--- src/pkg/pfm_pkg.sv ---
// Constants of the port pin function multiplexer: register map, widths and reset values.
package pfm_pkg;

    localparam int P0_W  = 8;
    localparam int P1_W  = 2;
    localparam int P2_W  = 6;
    localparam int P3_W  = 5;
    localparam int P5_W  = 4;
    localparam int P6_W  = 8;
    localparam int P7_W  = 4;
    localparam int P8_W  = 8;
    localparam int INT_W = 4;
    localparam int SEG_W = 12;
    localparam int PIN_W = P0_W + P1_W + P2_W + P3_W + P5_W + P6_W + P7_W + P8_W;

    localparam int ADDR_W = 8;
    localparam int DATA_W = 8;

    // Data registers.
    localparam logic [7:0] ADDR_P0_DATA   = 8'h00;
    localparam logic [7:0] ADDR_P1_DATA   = 8'h01;
    localparam logic [7:0] ADDR_P2_DATA   = 8'h02;
    localparam logic [7:0] ADDR_P3_DATA   = 8'h03;
    localparam logic [7:0] ADDR_P5_DATA   = 8'h04;
    localparam logic [7:0] ADDR_P6_DATA   = 8'h05;
    localparam logic [7:0] ADDR_P7_DATA   = 8'h06;
    localparam logic [7:0] ADDR_P8_DATA   = 8'h07;
    // Direction registers, a one makes the bit an input.
    localparam logic [7:0] ADDR_P0_DIR    = 8'h10;
    localparam logic [7:0] ADDR_P1_DIR    = 8'h11;
    localparam logic [7:0] ADDR_P2_DIR    = 8'h12;
    localparam logic [7:0] ADDR_P3_DIR    = 8'h13;
    localparam logic [7:0] ADDR_P5_DIR    = 8'h14;
    localparam logic [7:0] ADDR_P8_DIR    = 8'h15;
    // Pull-up option registers.
    localparam logic [7:0] ADDR_P0_PU     = 8'h18;
    localparam logic [7:0] ADDR_P1_PU     = 8'h19;
    localparam logic [7:0] ADDR_P2_PU     = 8'h1a;
    localparam logic [7:0] ADDR_P3_PU     = 8'h1b;
    // Control mode selects (one is control mode) and port function selects (one is port).
    localparam logic [7:0] ADDR_P0_CTRL   = 8'h20;
    localparam logic [7:0] ADDR_P2_CTRL   = 8'h21;
    localparam logic [7:0] ADDR_P3_CTRL   = 8'h22;
    localparam logic [7:0] ADDR_P6_CTRL   = 8'h23;
    localparam logic [7:0] ADDR_P7_FUNC   = 8'h24;
    localparam logic [7:0] ADDR_P8_FUNC   = 8'h25;
    // Interrupt edge selects, status and mask.
    localparam logic [7:0] ADDR_EDGE_RISE = 8'h28;
    localparam logic [7:0] ADDR_EDGE_FALL = 8'h29;
    localparam logic [7:0] ADDR_IRQ_STAT  = 8'h30;
    localparam logic [7:0] ADDR_IRQ_MASK  = 8'h31;

    // Status bit positions: 3..0 external interrupts, 4 and 5 key return.
    localparam int IRQ_KEY_POS  = 4;
    localparam int IRQ_KEY2_POS = 5;
    localparam int IRQ_W        = 6;

    localparam logic [7:0] RST_DIR   = 8'hff;
    localparam logic [7:0] RST_LATCH = 8'h00;
    localparam logic [7:0] RST_PU    = 8'h00;
    localparam logic [7:0] RST_CTRL  = 8'h00;
    localparam logic [7:0] RST_FUNC  = 8'hff;
    localparam logic [7:0] RST_RISE  = 8'h00;
    localparam logic [7:0] RST_FALL  = 8'h0f;
    localparam logic [7:0] RST_MASK  = 8'h00;

endpackage

--- src/pfm_sync.sv ---
// Three-stage input synchroniser whose output follows once stages two and three agree.
`timescale 1ns/10ps
`default_nettype none
module pfm_sync #(
    parameter int W = 1
) (
    // Clock and reset
    input  wire logic         clk,
    input  wire logic         rst_b,
    // Data
    input  wire logic [W-1:0] din,
    output var  logic [W-1:0] dout
);
    logic [W-1:0] ff1;
    logic [W-1:0] ff2;
    logic [W-1:0] ff3;
    wire  [W-1:0] next_dout = (ff2 & ff3) | (dout & (ff2 ^ ff3));

    // Holding the old value on disagreement filters single-cycle glitches.
    always_ff @(posedge clk or negedge rst_b)
    begin
        if (!rst_b)
        begin
            ff1  <= '0;
            ff2  <= '0;
            ff3  <= '0;
            dout <= '0;
        end
        else
        begin
            ff1  <= din;
            ff2  <= ff1;
            ff3  <= ff2;
            dout <= next_dout;
        end
    end
endmodule
`default_nettype wire

--- src/pfm_edge.sv ---
// Per-bit edge detector with separate rising and falling enables.
`timescale 1ns/10ps
`default_nettype none
module pfm_edge #(
    parameter int W = 1
) (
    // Clock and reset
    input  wire logic         clk,
    input  wire logic         rst_b,
    // Level in, enables and pulse out
    input  wire logic [W-1:0] sig,
    input  wire logic [W-1:0] rise_en,
    input  wire logic [W-1:0] fall_en,
    output var  logic [W-1:0] pulse
);
    logic [W-1:0] prev;
    wire  [W-1:0] next_pulse = (sig & ~prev & rise_en) | (~sig & prev & fall_en);

    always_ff @(posedge clk or negedge rst_b)
    begin
        if (!rst_b)
        begin
            prev  <= '0;
            pulse <= '0;
        end
        else
        begin
            prev  <= sig;
            pulse <= next_pulse;
        end
    end
endmodule
`default_nettype wire

--- src/pfm_top.sv ---
// Port pin function multiplexer: port registers, pin drivers and pin-change interrupts.
//
// Implementation choices: the plain strobed port and the register offsets.
`timescale 1ns/10ps
`default_nettype none
module pfm_top (
    // Clock and reset
    input  wire logic                            CLOCK,
    input  wire logic                            RST_B,
    // Register port
    input  wire logic [pfm_pkg::ADDR_W-1:0]      ADDR,
    input  wire logic [pfm_pkg::DATA_W-1:0]      WDATA,
    input  wire logic                            WR,
    input  wire logic                            RD,
    output var  logic [pfm_pkg::DATA_W-1:0]      RDATA,
    output var  logic                            IRQ,
    // Port 0
    input  wire logic [pfm_pkg::P0_W-1:0]        P0_IN,
    output var  logic [pfm_pkg::P0_W-1:0]        P0_OUT,
    output var  logic [pfm_pkg::P0_W-1:0]        P0_OE_B,
    output var  logic [pfm_pkg::P0_W-1:0]        P0_PU,
    // Port 1
    input  wire logic [pfm_pkg::P1_W-1:0]        P1_IN,
    output var  logic [pfm_pkg::P1_W-1:0]        P1_OUT,
    output var  logic [pfm_pkg::P1_W-1:0]        P1_OE_B,
    output var  logic [pfm_pkg::P1_W-1:0]        P1_PU,
    // Port 2 and serial units
    input  wire logic [pfm_pkg::P2_W-1:0]        P2_IN,
    output var  logic [pfm_pkg::P2_W-1:0]        P2_OUT,
    output var  logic [pfm_pkg::P2_W-1:0]        P2_OE_B,
    output var  logic [pfm_pkg::P2_W-1:0]        P2_PU,
    input  wire logic [pfm_pkg::P2_W-1:0]        SERIAL_OUT,
    output var  logic [pfm_pkg::P2_W-1:0]        SERIAL_IN,
    // Port 3 and timer, capture and remote units
    input  wire logic [pfm_pkg::P3_W-1:0]        P3_IN,
    output var  logic [pfm_pkg::P3_W-1:0]        P3_OUT,
    output var  logic [pfm_pkg::P3_W-1:0]        P3_OE_B,
    output var  logic [pfm_pkg::P3_W-1:0]        P3_PU,
    input  wire logic [pfm_pkg::P3_W-1:0]        TIMER_OUT,
    output var  logic [pfm_pkg::P3_W-1:0]        TIMER_IN,
    // Port 5, open drain
    input  wire logic [pfm_pkg::P5_W-1:0]        P5_IN,
    output var  logic [pfm_pkg::P5_W-1:0]        P5_OUT,
    output var  logic [pfm_pkg::P5_W-1:0]        P5_OE_B,
    // Port 6 and analog converter
    input  wire logic [pfm_pkg::P6_W-1:0]        P6_IN,
    output var  logic [pfm_pkg::P6_W-1:0]        ANALOG_SEL,
    // Port 7 and port 8 shared with LCD segments
    input  wire logic [pfm_pkg::P7_W-1:0]        P7_IN,
    output var  logic [pfm_pkg::P7_W-1:0]        P7_OUT,
    output var  logic [pfm_pkg::P7_W-1:0]        P7_OE_B,
    input  wire logic [pfm_pkg::P8_W-1:0]        P8_IN,
    output var  logic [pfm_pkg::P8_W-1:0]        P8_OUT,
    output var  logic [pfm_pkg::P8_W-1:0]        P8_OE_B,
    input  wire logic [pfm_pkg::SEG_W-1:0]       LCD_SEGMENT_OUTPUTS
);
    import pfm_pkg::*;

    // Read value of a bidirectional bit: latch when output, pin when input.
    function automatic logic [7:0] port_read(input logic [7:0] dir,
                                             input logic [7:0] latch,
                                             input logic [7:0] pin);
        port_read = (dir & pin) | (~dir & latch);
    endfunction

    // Register state.
    logic [P0_W-1:0]  p0_latch;
    logic [P1_W-1:0]  p1_latch;
    logic [P2_W-1:0]  p2_latch;
    logic [P3_W-1:0]  p3_latch;
    logic [P5_W-1:0]  p5_latch;
    logic [P8_W-1:0]  p8_latch;
    logic [P0_W-1:0]  port0_direction_reg;
    logic [P1_W-1:0]  port1_direction_reg;
    logic [P2_W-1:0]  port2_direction_reg;
    logic [P3_W-1:0]  port3_direction_reg;
    logic [P5_W-1:0]  port5_direction_reg;
    logic [P8_W-1:0]  port8_direction_reg;
    logic [P0_W-1:0]  port0_pullup_reg;
    logic [P1_W-1:0]  port1_pullup_reg;
    logic [P2_W-1:0]  port2_pullup_reg;
    logic [P3_W-1:0]  port3_pullup_reg;
    logic [P0_W-1:0]  p0_ctrl;
    logic [P2_W-1:0]  p2_ctrl;
    logic [P3_W-1:0]  p3_ctrl;
    logic [P6_W-1:0]  p6_ctrl;
    logic [P7_W-1:0]  p7_func;
    logic [P8_W-1:0]  p8_func;
    logic [INT_W-1:0] edge_rise;
    logic [INT_W-1:0] edge_fall;
    logic [IRQ_W-1:0] irq_stat;
    logic [IRQ_W-1:0] irq_mask;

    // Synchronised pins.
    logic [PIN_W-1:0] pins_sync;
    logic [INT_W-1:0] int_pulse;
    logic [P0_W-1:0]  key_pulse;
    logic [P6_W-1:0]  key2_pulse;

    pfm_sync #(.W(PIN_W)) u_sync (
        .clk   (CLOCK),
        .rst_b (RST_B),
        .din   ({P8_IN, P7_IN, P6_IN, P5_IN, P3_IN, P2_IN, P1_IN, P0_IN}),
        .dout  (pins_sync)
    );

    wire [P0_W-1:0] s0 = pins_sync[7:0];
    wire [P1_W-1:0] s1 = pins_sync[9:8];
    wire [P2_W-1:0] s2 = pins_sync[15:10];
    wire [P3_W-1:0] s3 = pins_sync[20:16];
    wire [P5_W-1:0] s5 = pins_sync[24:21];
    wire [P6_W-1:0] s6 = pins_sync[32:25];
    wire [P7_W-1:0] s7 = pins_sync[36:33];
    wire [P8_W-1:0] s8 = pins_sync[44:37];

    // External interrupts share port 3 bits 3..0 in control mode.
    wire [INT_W-1:0] int_level = s3[INT_W-1:0] & p3_ctrl[INT_W-1:0];

    pfm_edge #(.W(INT_W)) u_int_edge (
        .clk     (CLOCK),
        .rst_b   (RST_B),
        .sig     (int_level),
        .rise_en (edge_rise & p3_ctrl[INT_W-1:0]),
        .fall_en (edge_fall & p3_ctrl[INT_W-1:0]),
        .pulse   (int_pulse)
    );

    // A key press pulls a control-mode pin low, so only falling edges count.
    pfm_edge #(.W(P0_W)) u_key_edge (
        .clk     (CLOCK),
        .rst_b   (RST_B),
        .sig     (s0 | ~p0_ctrl),
        .rise_en ('0),
        .fall_en (p0_ctrl),
        .pulse   (key_pulse)
    );

    pfm_edge #(.W(P6_W)) u_key2_edge (
        .clk     (CLOCK),
        .rst_b   (RST_B),
        .sig     (s6 | ~p6_ctrl),
        .rise_en ('0),
        .fall_en (p6_ctrl),
        .pulse   (key2_pulse)
    );

    // Register decode.
    wire wr_p0    = WR && (ADDR == ADDR_P0_DATA);
    wire wr_p1    = WR && (ADDR == ADDR_P1_DATA);
    wire wr_p2    = WR && (ADDR == ADDR_P2_DATA);
    wire wr_p3    = WR && (ADDR == ADDR_P3_DATA);
    wire wr_p5    = WR && (ADDR == ADDR_P5_DATA);
    wire wr_p8    = WR && (ADDR == ADDR_P8_DATA);
    wire wr_d0    = WR && (ADDR == ADDR_P0_DIR);
    wire wr_d1    = WR && (ADDR == ADDR_P1_DIR);
    wire wr_d2    = WR && (ADDR == ADDR_P2_DIR);
    wire wr_d3    = WR && (ADDR == ADDR_P3_DIR);
    wire wr_d5    = WR && (ADDR == ADDR_P5_DIR);
    wire wr_d8    = WR && (ADDR == ADDR_P8_DIR);
    wire wr_u0    = WR && (ADDR == ADDR_P0_PU);
    wire wr_u1    = WR && (ADDR == ADDR_P1_PU);
    wire wr_u2    = WR && (ADDR == ADDR_P2_PU);
    wire wr_u3    = WR && (ADDR == ADDR_P3_PU);
    wire wr_c0    = WR && (ADDR == ADDR_P0_CTRL);
    wire wr_c2    = WR && (ADDR == ADDR_P2_CTRL);
    wire wr_c3    = WR && (ADDR == ADDR_P3_CTRL);
    wire wr_c6    = WR && (ADDR == ADDR_P6_CTRL);
    wire wr_f7    = WR && (ADDR == ADDR_P7_FUNC);
    wire wr_f8    = WR && (ADDR == ADDR_P8_FUNC);
    wire wr_rise  = WR && (ADDR == ADDR_EDGE_RISE);
    wire wr_fall  = WR && (ADDR == ADDR_EDGE_FALL);
    wire wr_mask  = WR && (ADDR == ADDR_IRQ_MASK);
    wire rd_stat  = RD && (ADDR == ADDR_IRQ_STAT);

    // Port 7 bits read zero while they serve as segment outputs.
    wire [7:0] p7_read = {4'h0, s7 & p7_func};

    logic [7:0] rd_mux;
    always_comb
    begin
        unique case (ADDR)
            ADDR_P0_DATA:   rd_mux = port_read(port0_direction_reg, p0_latch, s0);
            ADDR_P1_DATA:   rd_mux = port_read({6'h00, port1_direction_reg},
                                               {6'h00, p1_latch}, {6'h00, s1});
            ADDR_P2_DATA:   rd_mux = port_read({2'h0, port2_direction_reg},
                                               {2'h0, p2_latch}, {2'h0, s2});
            ADDR_P3_DATA:   rd_mux = port_read({3'h0, port3_direction_reg},
                                               {3'h0, p3_latch}, {3'h0, s3});
            ADDR_P5_DATA:   rd_mux = port_read({4'h0, port5_direction_reg},
                                               {4'h0, p5_latch}, {4'h0, s5});
            ADDR_P6_DATA:   rd_mux = s6;
            ADDR_P7_DATA:   rd_mux = p7_read;
            ADDR_P8_DATA:   rd_mux = port_read(port8_direction_reg, p8_latch, s8 & p8_func);
            ADDR_P0_DIR:    rd_mux = port0_direction_reg;
            ADDR_P1_DIR:    rd_mux = {6'h00, port1_direction_reg};
            ADDR_P2_DIR:    rd_mux = {2'h0, port2_direction_reg};
            ADDR_P3_DIR:    rd_mux = {3'h0, port3_direction_reg};
            ADDR_P5_DIR:    rd_mux = {4'h0, port5_direction_reg};
            ADDR_P8_DIR:    rd_mux = port8_direction_reg;
            ADDR_P0_PU:     rd_mux = port0_pullup_reg;
            ADDR_P1_PU:     rd_mux = {6'h00, port1_pullup_reg};
            ADDR_P2_PU:     rd_mux = {2'h0, port2_pullup_reg};
            ADDR_P3_PU:     rd_mux = {3'h0, port3_pullup_reg};
            ADDR_P0_CTRL:   rd_mux = p0_ctrl;
            ADDR_P2_CTRL:   rd_mux = {2'h0, p2_ctrl};
            ADDR_P3_CTRL:   rd_mux = {3'h0, p3_ctrl};
            ADDR_P6_CTRL:   rd_mux = p6_ctrl;
            ADDR_P7_FUNC:   rd_mux = {4'h0, p7_func};
            ADDR_P8_FUNC:   rd_mux = p8_func;
            ADDR_EDGE_RISE: rd_mux = {4'h0, edge_rise};
            ADDR_EDGE_FALL: rd_mux = {4'h0, edge_fall};
            ADDR_IRQ_STAT:  rd_mux = {2'h0, irq_stat};
            ADDR_IRQ_MASK:  rd_mux = {2'h0, irq_mask};
            default:        rd_mux = 8'h00;
        endcase
    end

    // A new event in the clearing read survives, so no edge is lost.
    wire [IRQ_W-1:0] irq_set = {|key2_pulse, |key_pulse, int_pulse};
    wire [IRQ_W-1:0] next_irq_stat = (rd_stat ? '0 : irq_stat) | irq_set;

    // Pin drivers; direction one means input, output enable is active low.
    wire [P0_W-1:0] next_p0_oe_b = port0_direction_reg;
    wire [P1_W-1:0] next_p1_oe_b = port1_direction_reg;
    wire [P2_W-1:0] next_p2_oe_b = port2_direction_reg;
    wire [P3_W-1:0] next_p3_oe_b = port3_direction_reg;
    wire [P2_W-1:0] next_p2_out  = (p2_ctrl & SERIAL_OUT) | (~p2_ctrl & p2_latch);
    wire [P3_W-1:0] next_p3_out  = (p3_ctrl & TIMER_OUT) | (~p3_ctrl & p3_latch);
    // Open drain: enable only to pull a zero, the pin's high comes from outside.
    wire [P5_W-1:0] next_p5_oe_b = port5_direction_reg | p5_latch;
    wire [P7_W-1:0] seg7         = LCD_SEGMENT_OUTPUTS[3:0];
    wire [P8_W-1:0] seg8         = LCD_SEGMENT_OUTPUTS[11:4];
    wire [P8_W-1:0] next_p8_out  = (p8_func & p8_latch) | (~p8_func & seg8);
    wire [P8_W-1:0] next_p8_oe_b = p8_func & port8_direction_reg;

    // Register writes.
    always_ff @(posedge CLOCK or negedge RST_B)
    begin
        if (!RST_B)
        begin
            p0_latch            <= RST_LATCH[P0_W-1:0];
            p1_latch            <= RST_LATCH[P1_W-1:0];
            p2_latch            <= RST_LATCH[P2_W-1:0];
            p3_latch            <= RST_LATCH[P3_W-1:0];
            p5_latch            <= RST_LATCH[P5_W-1:0];
            p8_latch            <= RST_LATCH[P8_W-1:0];
            port0_direction_reg <= RST_DIR[P0_W-1:0];
            port1_direction_reg <= RST_DIR[P1_W-1:0];
            port2_direction_reg <= RST_DIR[P2_W-1:0];
            port3_direction_reg <= RST_DIR[P3_W-1:0];
            port5_direction_reg <= RST_DIR[P5_W-1:0];
            port8_direction_reg <= RST_DIR[P8_W-1:0];
            port0_pullup_reg    <= RST_PU[P0_W-1:0];
            port1_pullup_reg    <= RST_PU[P1_W-1:0];
            port2_pullup_reg    <= RST_PU[P2_W-1:0];
            port3_pullup_reg    <= RST_PU[P3_W-1:0];
            p0_ctrl             <= RST_CTRL[P0_W-1:0];
            p2_ctrl             <= RST_CTRL[P2_W-1:0];
            p3_ctrl             <= RST_CTRL[P3_W-1:0];
            p6_ctrl             <= RST_CTRL[P6_W-1:0];
            p7_func             <= RST_FUNC[P7_W-1:0];
            p8_func             <= RST_FUNC[P8_W-1:0];
            edge_rise           <= RST_RISE[INT_W-1:0];
            edge_fall           <= RST_FALL[INT_W-1:0];
            irq_mask            <= RST_MASK[IRQ_W-1:0];
            irq_stat            <= '0;
        end
        else
        begin
            if (wr_p0)   p0_latch            <= WDATA[P0_W-1:0];
            if (wr_p1)   p1_latch            <= WDATA[P1_W-1:0];
            if (wr_p2)   p2_latch            <= WDATA[P2_W-1:0];
            if (wr_p3)   p3_latch            <= WDATA[P3_W-1:0];
            if (wr_p5)   p5_latch            <= WDATA[P5_W-1:0];
            if (wr_p8)   p8_latch            <= WDATA[P8_W-1:0];
            if (wr_d0)   port0_direction_reg <= WDATA[P0_W-1:0];
            if (wr_d1)   port1_direction_reg <= WDATA[P1_W-1:0];
            if (wr_d2)   port2_direction_reg <= WDATA[P2_W-1:0];
            if (wr_d3)   port3_direction_reg <= WDATA[P3_W-1:0];
            if (wr_d5)   port5_direction_reg <= WDATA[P5_W-1:0];
            if (wr_d8)   port8_direction_reg <= WDATA[P8_W-1:0];
            if (wr_u0)   port0_pullup_reg    <= WDATA[P0_W-1:0];
            if (wr_u1)   port1_pullup_reg    <= WDATA[P1_W-1:0];
            if (wr_u2)   port2_pullup_reg    <= WDATA[P2_W-1:0];
            if (wr_u3)   port3_pullup_reg    <= WDATA[P3_W-1:0];
            if (wr_c0)   p0_ctrl             <= WDATA[P0_W-1:0];
            if (wr_c2)   p2_ctrl             <= WDATA[P2_W-1:0];
            if (wr_c3)   p3_ctrl             <= WDATA[P3_W-1:0];
            if (wr_c6)   p6_ctrl             <= WDATA[P6_W-1:0];
            if (wr_f7)   p7_func             <= WDATA[P7_W-1:0];
            if (wr_f8)   p8_func             <= WDATA[P8_W-1:0];
            if (wr_rise) edge_rise           <= WDATA[INT_W-1:0];
            if (wr_fall) edge_fall           <= WDATA[INT_W-1:0];
            if (wr_mask) irq_mask            <= WDATA[IRQ_W-1:0];
            irq_stat <= next_irq_stat;
        end
    end

    // Every output is registered, so pins change one cycle after a register write.
    always_ff @(posedge CLOCK or negedge RST_B)
    begin
        if (!RST_B)
        begin
            RDATA      <= '0;
            IRQ        <= 1'b0;
            P0_OUT     <= '0;
            P0_OE_B    <= '1;
            P0_PU      <= '0;
            P1_OUT     <= '0;
            P1_OE_B    <= '1;
            P1_PU      <= '0;
            P2_OUT     <= '0;
            P2_OE_B    <= '1;
            P2_PU      <= '0;
            SERIAL_IN  <= '0;
            P3_OUT     <= '0;
            P3_OE_B    <= '1;
            P3_PU      <= '0;
            TIMER_IN   <= '0;
            P5_OUT     <= '0;
            P5_OE_B    <= '1;
            ANALOG_SEL <= '0;
            P7_OUT     <= '0;
            P7_OE_B    <= '1;
            P8_OUT     <= '0;
            P8_OE_B    <= '1;
        end
        else
        begin
            RDATA      <= RD ? rd_mux : '0;
            IRQ        <= |(next_irq_stat & irq_mask);
            P0_OUT     <= p0_latch;
            P0_OE_B    <= next_p0_oe_b;
            P0_PU      <= port0_pullup_reg & port0_direction_reg;
            P1_OUT     <= p1_latch;
            P1_OE_B    <= next_p1_oe_b;
            P1_PU      <= port1_pullup_reg & port1_direction_reg;
            P2_OUT     <= next_p2_out;
            P2_OE_B    <= next_p2_oe_b;
            P2_PU      <= port2_pullup_reg & port2_direction_reg;
            SERIAL_IN  <= s2 & p2_ctrl;
            P3_OUT     <= next_p3_out;
            P3_OE_B    <= next_p3_oe_b;
            P3_PU      <= port3_pullup_reg & port3_direction_reg;
            TIMER_IN   <= s3 & p3_ctrl;
            P5_OUT     <= '0;
            P5_OE_B    <= next_p5_oe_b;
            ANALOG_SEL <= p6_ctrl;
            P7_OUT     <= seg7 & ~p7_func;
            P7_OE_B    <= p7_func;
            P8_OUT     <= next_p8_out;
            P8_OE_B    <= next_p8_oe_b;
        end
    end
endmodule
`default_nettype wire

--- config.mk ---
export PLATFORM = sky130hd
export DESIGN_NAME = pfm_top
export DESIGN_NICKNAME = d
export VERILOG_FILES = /design/src/pkg/pfm_pkg.sv /design/src/pfm_sync.sv /design/src/pfm_edge.sv /design/src/pfm_top.sv
export SDC_FILE = /design/constraint.sdc
export NUM_CORES = 1
export LEC_CHECK = 0
export BUFFER_PORTS_ARGS = -buffer_cell sky130_fd_sc_hd__buf_2
export CAP_MARGIN = 20
export CORE_ASPECT_RATIO = 0.75
export CORE_MARGIN = 2
export CORE_UTILIZATION = 32
export DETAILED_ROUTE_END_ITERATION = 10
export SYNTH_ARGS = -nofsm -noshare
export SYNTH_HDL_FRONTEND = slang
export SYNTH_HIERARCHICAL = 1
export SYNTH_SLANG_ARGS = --single-unit
--- constraint.sdc ---
create_clock -name CLOCK -period 3.09 [get_ports CLOCK]
set_input_delay 0.4635 -clock CLOCK [delete_from_list [all_inputs] [get_ports CLOCK]]
set_output_delay 0.4635 -clock CLOCK [all_outputs]
set_load 0.005 [all_outputs]
-- Word level (Yosys, flattened, before mapping)
Index checks and enable logic that the tools add are counted.
- bits in registers: 485
- bits of input ports: 88
- output and inout port bits: 123
- word-level logic and storage cells: 192
- eq/ne operators: 27
- muxes and demuxes: 3
- bitwise gates (word level): 74
- reduce and logical (&&, ||, !) cells: 30
- operator list (cell ; count):
    $pmux 8 s28 ; 1
    $and 8x8->8 ; 13
    $and 45x45->45 ; 2
    $eq 8x5->1 const B ; 10
    $eq 8x6->1 const B ; 10
    $not 8->8 ; 7
    $or 45x45->45 ; 1
    $xor 45x45->45 ; 1
    $and 4x4->4 ; 10
    $or 8x8->8 ; 5
    $and 6x6->6 ; 6
    $eq 8x3->1 const B ; 4
    $logic_and 1x1->1 ; 26
    $and 5x5->5 ; 5
    $eq 8x2->1 const B ; 2
    $reduce_or 8->1 ; 2
    $not 4->4 ; 3
    $or 6x6->6 ; 2
    $and 8x2->8 ; 1
    $and 8x4->8 ; 1
    $and 8x5->8 ; 1
    $and 8x6->8 ; 1
    $eq 8x1->1 const B ; 1
    $logic_not 8->1 ; 1
    other kinds (16) ; 18

-- Depth between registers and ports, before layout
Gate-level depths: netlist of the first run.
- depth in word-level cells: 6
- mapped depth: 9
- depth with buffers taken out: 6

-- Cells and area by module
The synthesis of the first run kept the hierarchy.
- by module, submodules not included (module ; instances ; cells an instance ; area an instance (um^2) ; sequential area each (um^2)):
    pfm_top ; 1 ; 871 ; 11476.0 ; 6739.0
    pfm_sync ; 1 ; 270 ; 5405.2 ; 4504.3
    pfm_edge (u_key2_edge ...) ; 2 ; 40 ; 560.5 ; 400.4
    pfm_edge (u_int_edge) ; 1 ; 20 ; 280.3 ; 200.2

-- Worst setup path after synthesis of the first run
OpenSTA, ideal clock, no wires.
- path type: in2reg
- start point: input port ADDR[6] in the netlist's numbering
- end point: register port0_pullup_reg[0]
- library setup time: 0.125 ns
- data arrival time: 1.957 ns
- required time: 2.965 ns
- path slack: 1.008 ns
- stages on the path: 7
- path buffers: 3
- cells stage by stage: buf_2 -> or4b_4 -> buf_6 -> nor2_8 -> buf_12 -> nand3_4 -> mux2_4
- word-level cells in the longest chain between the ends: 2
- RTL lines (item ; line ; text):
    start, declared ; pfm_top.sv:11 ; input wire logic [pfm_pkg::ADDR_W-1:0] ADDR,
    $eq 8x5->1 ; pfm_top.sv:160 ; wire wr_u0 = WR && (ADDR == ADDR_P0_PU);
    $logic_and 1x1->1 ; pfm_top.sv:160 ;
    end signal, assigned ; pfm_top.sv:253 ; port0_pullup_reg <= RST_PU[P0_W-1:0];
    end signal, assigned ; pfm_top.sv:282 ; if (wr_u0) port0_pullup_reg <= WDATA[P0_W-1:0];
    end, declared ; pfm_top.sv:79 ; logic [P0_W-1:0] port0_pullup_reg;
Every way passes these cells.
A chain may end at the register's enable or synchronous reset.

-- Worst setup path after layout of the first run
- start point: input port ADDR[3] in the netlist's numbering
- end point: register p3_latch[1]
- word-level cells in the longest chain between the ends: 2
- RTL lines (item ; line ; text):
    $eq 8x2->1 ; pfm_top.sv:151 ; wire wr_p3 = WR && (ADDR == ADDR_P3_DATA);
    $logic_and 1x1->1 ; pfm_top.sv:151 ;
    end signal, assigned ; pfm_top.sv:244 ; p3_latch <= RST_LATCH[P3_W-1:0];
    end signal, assigned ; pfm_top.sv:273 ; if (wr_p3) p3_latch <= WDATA[P3_W-1:0];
    end, declared ; pfm_top.sv:70 ; logic [P3_W-1:0] p3_latch;
Every way passes these cells.

==> flow_summary.ini, run 1 <==
[status]
status = complete, no violations

[route]
firstDrtPassIters = 5
drc_errors = 0
ant_nets = 0
wl_per_cell_um = 23.6
wl_um = 55100
routed_via_density = 4.87
drt_iter0_markers = 767
num_vias = 11400

[worst_setup_path]
startpoint_type = input pin
reg2reg_from = next_p3_oe_b[2]$_DFFE_PN1P_
end_kind = flip-flop
crit_family = simple AND/OR/NAND/NOR gates
crit_chain = buf_2 > nor2_1 > and2_1 > nand3_1 > mux2_2
r2r_setup_slack_ns = 0.81
crit_fanout = 18
reg2reg_depth = 5
cp.required_ns = 3.55
critPathSlowestCell = and2_1
worstPathArrival_ns = 3.06
rr_endpoint = RDATA[2]$_DFF_PN0_
path_class = input pin to flip-flop
path_buf_inv = 1
crit_path_max_incr_delay_ns = 0.67

[clock_tree]
clockBufferDepth = 3
cts_max_level = 2
tritoncts = yes
root_buffer = clkbuf_16
numCtsBuffers = 49
cts_num_sinks = 485
clk_pin_slew_ns = 0.06
clock_latency_ns = 0.58
post_cts_buffers = 0

[sta]
drv_slew = 0
setup_violations = 0
finalCritPeriodShare_pct = 84.1
worst_slew_pin_slew_ns = 0.769
fin_crit_ns = 2.60
hold_violations = 0
max_slew_margin_pct = 48.8
max_freq_mhz = 385
rsz0062_at_grt = false
skew_ns = 0.0194

[die]
top_level_ports = 211
die_h_um = 211
die_area_um2 = 59100
core_um2 = 56200
die_w_um = 280
rows = 75
initial_utilization_pct = 32.5

[min_path]
worstHoldPathType = input pin to flip-flop
min_from = LCD_SEGMENT_OUTPUTS[3]
holdPathEnd = P7_OUT[3]$_DFF_PN0_
holdPathStages = 2

[placed_design]
hpwl_um = 40000
post_dp_cell_area_um2 = 20500
numPortBuffers = 206
place_congestion = 0.861

[cells_and_area]
nets = 1697
diodes = 0
area_growth_syn_to_layout_pct = 23.0
drive_above_1_share_pct = 39.1
final_design_area_no_fill_um2 = 22500

[yosys]
synth_cell_types = 70
synth_top_flop_cell = dfrtp_1
netlist_instances = 1241
syn_area_per_cell_um2 = 14.7
ys_seq_elements = 485
synthArstFlopShare_pct = 100
synth.yosys.warnings = 6
syn_area_um2 = 18300
yosysSeqAreaShare_pct = 67.0
synth_edf_count = 0

[grt]
grt_busiest_layer = met1
grt_pass1_wl_um = 81400
grt_pass1_vias = 12000
grt_usage_pct = 18.9
gr-usage-met3_pct = 3.41
use_met2_pct = 28.1
antenna_found_initial = 2
grt_max_degree = 87
gr-usage-met1_pct = 28.5
grt_remaining_overflow = 0

[power]
power_w = 0.0136
power.switching_w = 0.00323
power.density_nw_per_um2 = 603
max-vdd-ir-drop_uv = 386
swShare_pct = 23.8
p_leak_nw = 10.7
clockPowerShare_pct = 42.4
pwr-share-seq_pct = 51.4
p_int_w = 0.0103
power_frac_comb_pct = 6.2

[flow_run]
max_cap_viol_count = 0
==> timing repair <==
item	in CTS	in global routing
endpoints found under the setup margin	0	0
hold buffers	46	0
gates resized for setup	0	0
hold endpoints to repair	108	0
==> metrics by stage <==
step / TNS, ns / setup slack [ns] / util (%) / cells / hold slack, ns
floorplan: 0 / 1.01 / - / 1260 / 0.168
global placement: -0.583 / -0.118 / 36.4 / 2198 / 0.332
detailed placement: -0.513 / -0.107 / 36.4 / 2198 / 0.336
CTS: 0 / 0.520 / 40.0 / 2336 / 0.0644
global route: 0 / 0.401 / 40.0 / 2336 / 0.0811
finish: 0 / 0.490 / 40.0 / 2336 / 0.0966
==> power groups by stage <==
stage	clock network (W)	logic (W)	registers (W)
3_3_place_gp	0	0.000795	0.00708
3_5_place_dp	0	0.000809	0.00708
2_1_floorplan	0	0.000388	0.00696
5_1_grt	0.00619	0.000937	0.00701
6_report	0.00575	0.000842	0.00697
4_1_cts	0.00594	0.000859	0.00697
==> final cells by class <==
| type | count | area (um^2) |
|---|---|---|
| Fill cell | 5259 | 33700 |
| Inverter | 4 | 15.0 |
| Clock inverter | 19 | 138 |
| Clock buffer | 73 | 1410 |
| Sequential cell | 485 | 12200 |
| Timing Repair Buffer | 301 | 1930 |
| Multi-Input combinational cell | 723 | 5830 |
| Tap cell | 731 | 915 |
==> Yosys cell counts (all sizes together) (2+ instances only) <==
cell	instances	share of area, %
a31oi	9	0.31
nand3b	23	0.94
a21oi	31	0.85
nand4	2	0.068
nor2	24	0.68
and3	2	0.068
o22ai	4	0.14
a221oi	4	0.19
o21ai	39	1.5
a32oi	2	0.096
o211ai	4	0.16
nor4b	2	0.16
ha	45	3.1
a21o	49	2.0
o2bb2ai	2	0.096
mux2i	30	1.6
dfrtp	399	55
nand2b	22	0.75
a2111oi	3	0.14
a211oi	4	0.16
nand2	70	1.4
nor3	8	0.28
or2	5	0.17
o32ai	3	0.14
inv	4	0.082
nor2b	11	0.38
a22o	8	0.38
and2	56	1.9
or4b	2	0.13
nor4	10	0.41
mux4	2	0.25
a41oi	2	0.096
dfstp	86	12
clkbuf	17	0.35
buf	31	1.1
nand3	28	1.0
o21a	2	0.082
a22oi	15	0.62
mux2	168	11
==> cell usage in the layout, fill, tap and decap left out, types with 5 or more instances in the layout <==
master and count:
buf_2 205, dfrtp_1 399, clkbuf_1 17, buf_12 5
a31oi_1 9, o21ai_2 22, mux2_4 8, nor2_1 20
nor4_1 8, ha_1 45, nor2b_1 11, buf_4 44
a21oi_1 31, and2_1 53, clkbuf_8 5, clkbuf_16 51
nand2b_1 22, clkinv_2 13, nand2_1 70, a22o_1 8
a22oi_1 15, a21o_1 49, nand3b_1 23, conb_1 20
dfstp_2 86, dlygate4sd3_1 46, mux2_2 159, mux2i_1 30
nand3_1 23, o21ai_0 16, nor3_1 7
==> worst max path at each step <==
| stage | from | to | slack, ns | depth (start not counted) |
|---|---|---|---|---|
| after floorplan | ADDR[6] | port0_pullup_reg[0]$_DFFE_PN0P_ | 1.01 | 7 |
| after global placement | ADDR[3] | p3_latch[4]$_DFFE_PN0P_ | -0.12 | 5 |
| after detailed placement | ADDR[3] | p3_latch[1]$_DFFE_PN0P_ | -0.11 | 5 |
| after CTS | ADDR[3] | p3_latch[1]$_DFFE_PN0P_ | 0.52 | 5 |
| after global routing | ADDR[3] | p3_latch[2]$_DFFE_PN0P_ | 0.40 | 5 |
| final | ADDR[3] | p3_latch[1]$_DFFE_PN0P_ | 0.49 | 5 |
==> per-layer routing <==
| layer | up-vias | routed length (um) |
|---|---|---|
| met5 | - | 13 |
| met4 | 2 | 999 |
| met3 | 76 | 2920 |
| met2 | 306 | 24000 |
| met1 | 5946 | 27200 |
| li1 | 5040 | - |
==> cell families after synthesis <==
kind of cell / share of synthesized area [%]
AOI/OAI and AO/OA: 7.30
adders and majority gates: 3.08
buffers and inverters: 1.53
DFF: 67.0
muxes: 12.4
other: 0.0205
and+or+nand+nor: 8.70
Note: power is estimated with default switching activity, not from simulation.
==> run 2: changes to the inputs <==
==> constraint.sdc (replaced) <==
create_clock -name CLOCK -period 2.6 [get_ports CLOCK]
set_input_delay 0.39 -clock CLOCK [delete_from_list [all_inputs] [get_ports CLOCK]]
set_output_delay 0.39 -clock CLOCK [all_outputs]
set_load 0.005 [all_outputs]
==> run 2 against run 1 <==
Non-clock buffer count increased by 35. Die area unchanged. Sequential power increased by 19%. Core utilization increased by 0.95 points. Worst hold slack got worse by 0.067 ns. First-iteration DRC count decreased by 3.9%. Critical path type is now flip-flop to flip-flop. Critical endpoint is now RDATA[1]$_DFF_PN0_.
==> flow_summary.ini, run 2 (synthesized netlist as in run 1, its figures left out) <==
[min_path]
worstHoldPathType = input pin to flip-flop

[cells_and_area]
utilization_pct = 40.9
nets = 1732
n_fill_cell = 5200
multi_input_area_um2 = 5830
seq_area_um2 = 12200
diodes = 0
final_design_area_no_fill_um2 = 23000
drive_above_1_share_pct = 40.5
final_cell_mix = 399 x dfrtp_1, 205 x buf_2, 159 x mux2_2, 86 x dfstp_2, 72 x buf_4
final_common_cell = dfrtp_1
fin_cells = 2371
area_growth_syn_to_layout_pct = 25.9

[clock_tree]
cts_max_level = 2
tritoncts = yes
clockBufferDepth = 3
numCtsBuffers = 49
cts_num_sinks = 485
clk_pin_slew_ns = 0.06
root_buffer = clkbuf_16
ctsResizeCount = 0
clock_latency_ns = 0.60

[die]
initial_utilization_pct = 32.5
die_w_um = 280
top_level_ports = 211
die_area_um2 = 59100
core_um2 = 56200
rows = 75
die_h_um = 211

[power]
power.switching_w = 0.00390
power.density_nw_per_um2 = 741
swShare_pct = 22.8
power_frac_comb_pct = 6.1
clockPowerShare_pct = 45.4
max-vdd-ir-drop_uv = 441
pwr-share-seq_pct = 48.6
p_int_w = 0.0132
p_leak_nw = 11.0

[route]
wl_per_cell_um = 23.6
drt_iter0_markers = 737
firstDrtPassIters = 4
wl_um = 56000
num_vias = 11400
drc_errors = 0
ant_nets = 0
routed_via_density = 4.81

[sta]
fin_ws_ns = 0.335
setup_violations = 0
max_freq_mhz = 442
holdWs_ns = 0.0291
hold_violations = 0
skew_ns = 0.0294
max_slew_margin_pct = 25.5
rsz0062_at_grt = false
finalCritPeriodShare_pct = 87.1
fin_crit_ns = 2.26
drv_slew = 0
worst_slew_pin_slew_ns = 1.11

[placed_design]
dp_slack_ns = 0.0157
post_dp_cell_area_um2 = 20700
dp_cells = 2227
place_congestion = 0.883
hpwl_um = 41100
numPortBuffers = 206

[worst_setup_path]
crit_chain = mux2_2 > a22oi_1 > a21oi_1 > a2111oi_0 > a41oi_1
critPathSlowestCell = a2111oi_0
crit_fanout = 5
path_class = flip-flop to flip-flop
cp.required_ns = 3.02
startpoint_type = flip-flop
worstPathArrival_ns = 2.69
crit_path_max_incr_delay_ns = 0.61
end_kind = flip-flop

[grt]
grt_max_degree = 75
grt_remaining_overflow = 0
antenna_found_initial = 2
grt_pass1_wl_um = 81900
grt_usage_pct = 19.2
grt_pass1_vias = 11900

[flow_run]
max_cap_viol_count = 0

[status]
status = complete, no violations
## run 2: repair_timing
item                                   in CTS  in global routing
buffers inserted                            0                  0
hold buffers                               52                  0
endpoints found under the hold margin      96                  0
## run 2: metal layers
metal / up-vias / routed length (um) / global-route usage (%)
li1: 5118 / - / -
met5: - / 0 / 0
met1: 5945 / 27900 / 29.4
met2: 276 / 24400 / 28.1
met3: 56 / 2890 / 3.82
met4: 0 / 856 / 4.00
## run 2: power groups by stage
stage | Combinational [W] | Clock (W) | Sequential [W]
2_1_floorplan | 0.000461 | 0 | 0.00827
3_3_place_gp | 0.000978 | 0 | 0.00841
3_5_place_dp | 0.000987 | 0 | 0.00842
4_1_cts | 0.00105 | 0.00797 | 0.00829
5_1_grt | 0.00114 | 0.00828 | 0.00833
6_report | 0.00104 | 0.00774 | 0.00829
## run 2: final timing paths
check / slack (ns) / endpoint / depth (start not counted) / from
max in group asynchronous: 1.30 / next_p3_oe_b[3]$_DFFE_PN1P_ / 3 / RST_B
min reg2reg: 0.34 / u_sync/ff2[31]$_DFF_PN0_ / 0 / u_sync/ff1[31]$_DFF_PN0_
min in group asynchronous: 0.37 / u_sync/ff2[15]$_DFF_PN0_ / 2 / RST_B
max reg2reg: 0.34 / RDATA[1]$_DFF_PN0_ / 5 / next_p1_oe_b[1]$_DFFE_PN1P_
max: 0.34 / RDATA[1]$_DFF_PN0_ / 5 / next_p1_oe_b[1]$_DFFE_PN1P_
min: 0.03 / P8_OUT[4]$_DFF_PN0_ / 2 / LCD_SEGMENT_OUTPUTS[8]
## run 2: area by class of cell
cell class,count,area share [%]
Clock buffer,68,6.17
Clock inverter,24,1.60
Inverter,4,0.0652
Multi-Input combinational cell,723,25.3
Sequential cell,485,53.2
Tap cell,731,3.97
Timing Repair Buffer,336,9.66
## run 2: critical path, delay by kind of cell (launching register included)
kind / cells / cell delay (ns)
flops: 1 / 0.59
mux: 1 / 0.39
compound gates: 4 / 1.12
## run 2: per-stage QoR
stage          total power, W  setup TNS (ns)
2_1_floorplan         0.00873               0
3_3_place_gp          0.00939         -0.0512
3_5_place_dp          0.00941               0
4_1_cts                0.0173               0
5_1_grt                0.0178               0
6_report               0.0171               0
==> run 3: changes to the inputs <==
--- a/config.mk
+++ b/config.mk
@@ -11,6 +11,7 @@
 export CORE_MARGIN = 2
 export CORE_UTILIZATION = 32
 export DETAILED_ROUTE_END_ITERATION = 10
+export HOLD_SLACK_MARGIN = 0.05
 export SYNTH_ARGS = -nofsm -noshare
 export SYNTH_HDL_FRONTEND = slang
 export SYNTH_HIERARCHICAL = 1
==> run 3 against run 2 <==
Flip-flop and latch count unchanged. Worst hold slack better by 0.085 ns. Combinational power about the same. Via count up 0.60%. Setup slack better by 0.043 ns. Core utilization up 0.28 points. Clock-buffer cell count unchanged. Maximum frequency up 1.9%. Total power up 0.15%. Critical path type unchanged. Largest cell class unchanged. Largest power group unchanged. Highest routed layer unchanged.
==> flow_summary.ini, run 3 (synthesized netlist as in run 1, its figures left out) <==
[sta]
hold_violations = 0
max_freq_mhz = 450
skew_ns = 0.0309
tns_ns = 0
fin_crit_ns = 2.22
max_slew_margin_pct = 25.9
finalCritPeriodShare_pct = 85.5
rsz0062_at_grt = false
worst_slew_pin_slew_ns = 1.10
drv_slew = 0
setup_violations = 0

[power]
p_leak_nw = 11.0
power.density_nw_per_um2 = 737
power_w = 0.0171
max-vdd-ir-drop_uv = 441

[die]
die_area_um2 = 59100
top_level_ports = 211
die_w_um = 280
rows = 75
core_um2 = 56200
initial_utilization_pct = 32.5
die_h_um = 211

[route]
routed.top_layer = met4
routed_via_density = 4.80
ant_nets = 0
wl_met2_um = 24300
num_vias = 11500
met1_length_um = 27500
firstDrtPassIters = 5
drt_iter0_markers = 699
dr_wl_met3_um = 3340
wl_per_cell_um = 23.5
drc_errors = 0
wl_um = 56000

[worst_setup_path]
crit_chain = mux2i_1 > nor2_1 > a21oi_1 > o21ai_0 > a2111oi_0 > a31oi_1
critPathSlowestCell = dfstp_2
path_class = flip-flop to flip-flop
reg2reg_depth = 6
crit_fanout = 5
worstPathArrival_ns = 2.66
rr_endpoint = RDATA[2]$_DFF_PN0_
r2r_setup_slack_ns = 0.38
crit_path_max_incr_delay_ns = 0.58
end_kind = flip-flop
reg2reg_from = next_p0_oe_b[2]$_DFFE_PN1P_
startpoint_type = flip-flop
cp.required_ns = 3.04

[grt]
grt_usage_pct = 19.2
grt_max_degree = 75
antenna_found_initial = 2
grt_pass1_wl_um = 82100
grt_pass1_vias = 12000
grt_remaining_overflow = 0

[cells_and_area]
nets = 1748
final_cell_mix = 399 x dfrtp_1, 205 x buf_2, 159 x mux2_2, 86 x dfstp_2, 72 x buf_4
area_growth_syn_to_layout_pct = 26.8
drive_above_1_share_pct = 40.2
final_design_area_no_fill_um2 = 23200
diodes = 0
n_fill_cell = 5189
final_common_cell = dfrtp_1

[placed_design]
place_congestion = 0.883
numPortBuffers = 206
hpwl_um = 41100
post_dp_cell_area_um2 = 20700

[clock_tree]
numCtsBuffers = 49
clk_pin_slew_ns = 0.06
cts_num_sinks = 485
root_buffer = clkbuf_16
clock_latency_ns = 0.60
clockBufferDepth = 3
cts_max_level = 2
ctsResizeCount = 0
tritoncts = yes

[min_path]
min_from = LCD_SEGMENT_OUTPUTS[7]
holdPathStages = 2
worstHoldPathType = input pin to flip-flop
holdPathEnd = P8_OUT[3]$_DFF_PN0_

[flow_run]
max_cap_viol_count = 0

[status]
status = complete, no violations
[run 3: timing repair]
item,in CTS,in global routing
setup buffers,0,0
hold buffers,68,0
endpoints found under the setup margin,0,0
hold endpoints to repair,112,0
[run 3: worst max-delay path by stage]
stage,start,endpoint,slack (ns)
detailed placement,ADDR[3],RDATA[1]$_DFF_PN0_,0.02
CTS,next_p1_oe_b[1]$_DFFE_PN1P_,RDATA[1]$_DFF_PN0_,0.39
floorplan,ADDR[6],port0_pullup_reg[0]$_DFFE_PN0P_,0.59
finish,next_p0_oe_b[2]$_DFFE_PN1P_,RDATA[2]$_DFF_PN0_,0.38
global route,next_p0_oe_b[2]$_DFFE_PN1P_,RDATA[2]$_DFF_PN0_,0.29
global placement,ADDR[3],RDATA[0]$_DFF_PN0_,-0.03
[run 3: metal layers]
| layer | vias up | global-route usage, % |
|---|---|---|
| met2 | 331 | 28.1 |
| met1 | 5919 | 29.4 |
| met3 | 61 | 3.82 |
| met4 | 0 | 4.00 |
| li1 | 5152 | - |
| met5 | - | 0 |
[run 3: cell type report]
cell class                      instances  area (um^2)  area share (%)
Inverter                                4         15.0          0.0648
Clock inverter                         24          369            1.59
Sequential cell                       485        12200            52.8
Tap cell                              731          915            3.95
Multi-Input combinational cell        723         5830            25.2
Timing Repair Buffer                  352         2380            10.3
Clock buffer                           68         1420            6.13
[run 3: through the flow]
stage | util [%] | hold slack (ns) | setup slack [ns] | cells
after floorplan | - | 0.0944 | 0.591 | 1260
after global placement | 36.8 | 0.334 | -0.0326 | 2227
after detailed placement | 36.8 | 0.335 | 0.0157 | 2227
after CTS | 41.2 | 0.0820 | 0.394 | 2387
after global routing | 41.2 | 0.106 | 0.289 | 2387
final | 41.2 | 0.114 | 0.378 | 2387
[run 3: power by group]
part / switching [W] / internal [W] / leakage [nW]
clock network: 0.00302 / 0.00473 / 0.866
logic: 0.000571 / 0.000484 / 4.25
registers: 0.000314 / 0.00797 / 5.93
[run 3: worst max-delay path, delay by kind of cell, from the launching register on]
| kind | cells | cell delay [ns] |
|---|---|---|
| compound gates | 4 | 0.83 |
| simple gates | 1 | 0.11 |
| flops | 1 | 0.58 |
| mux | 1 | 0.56 |
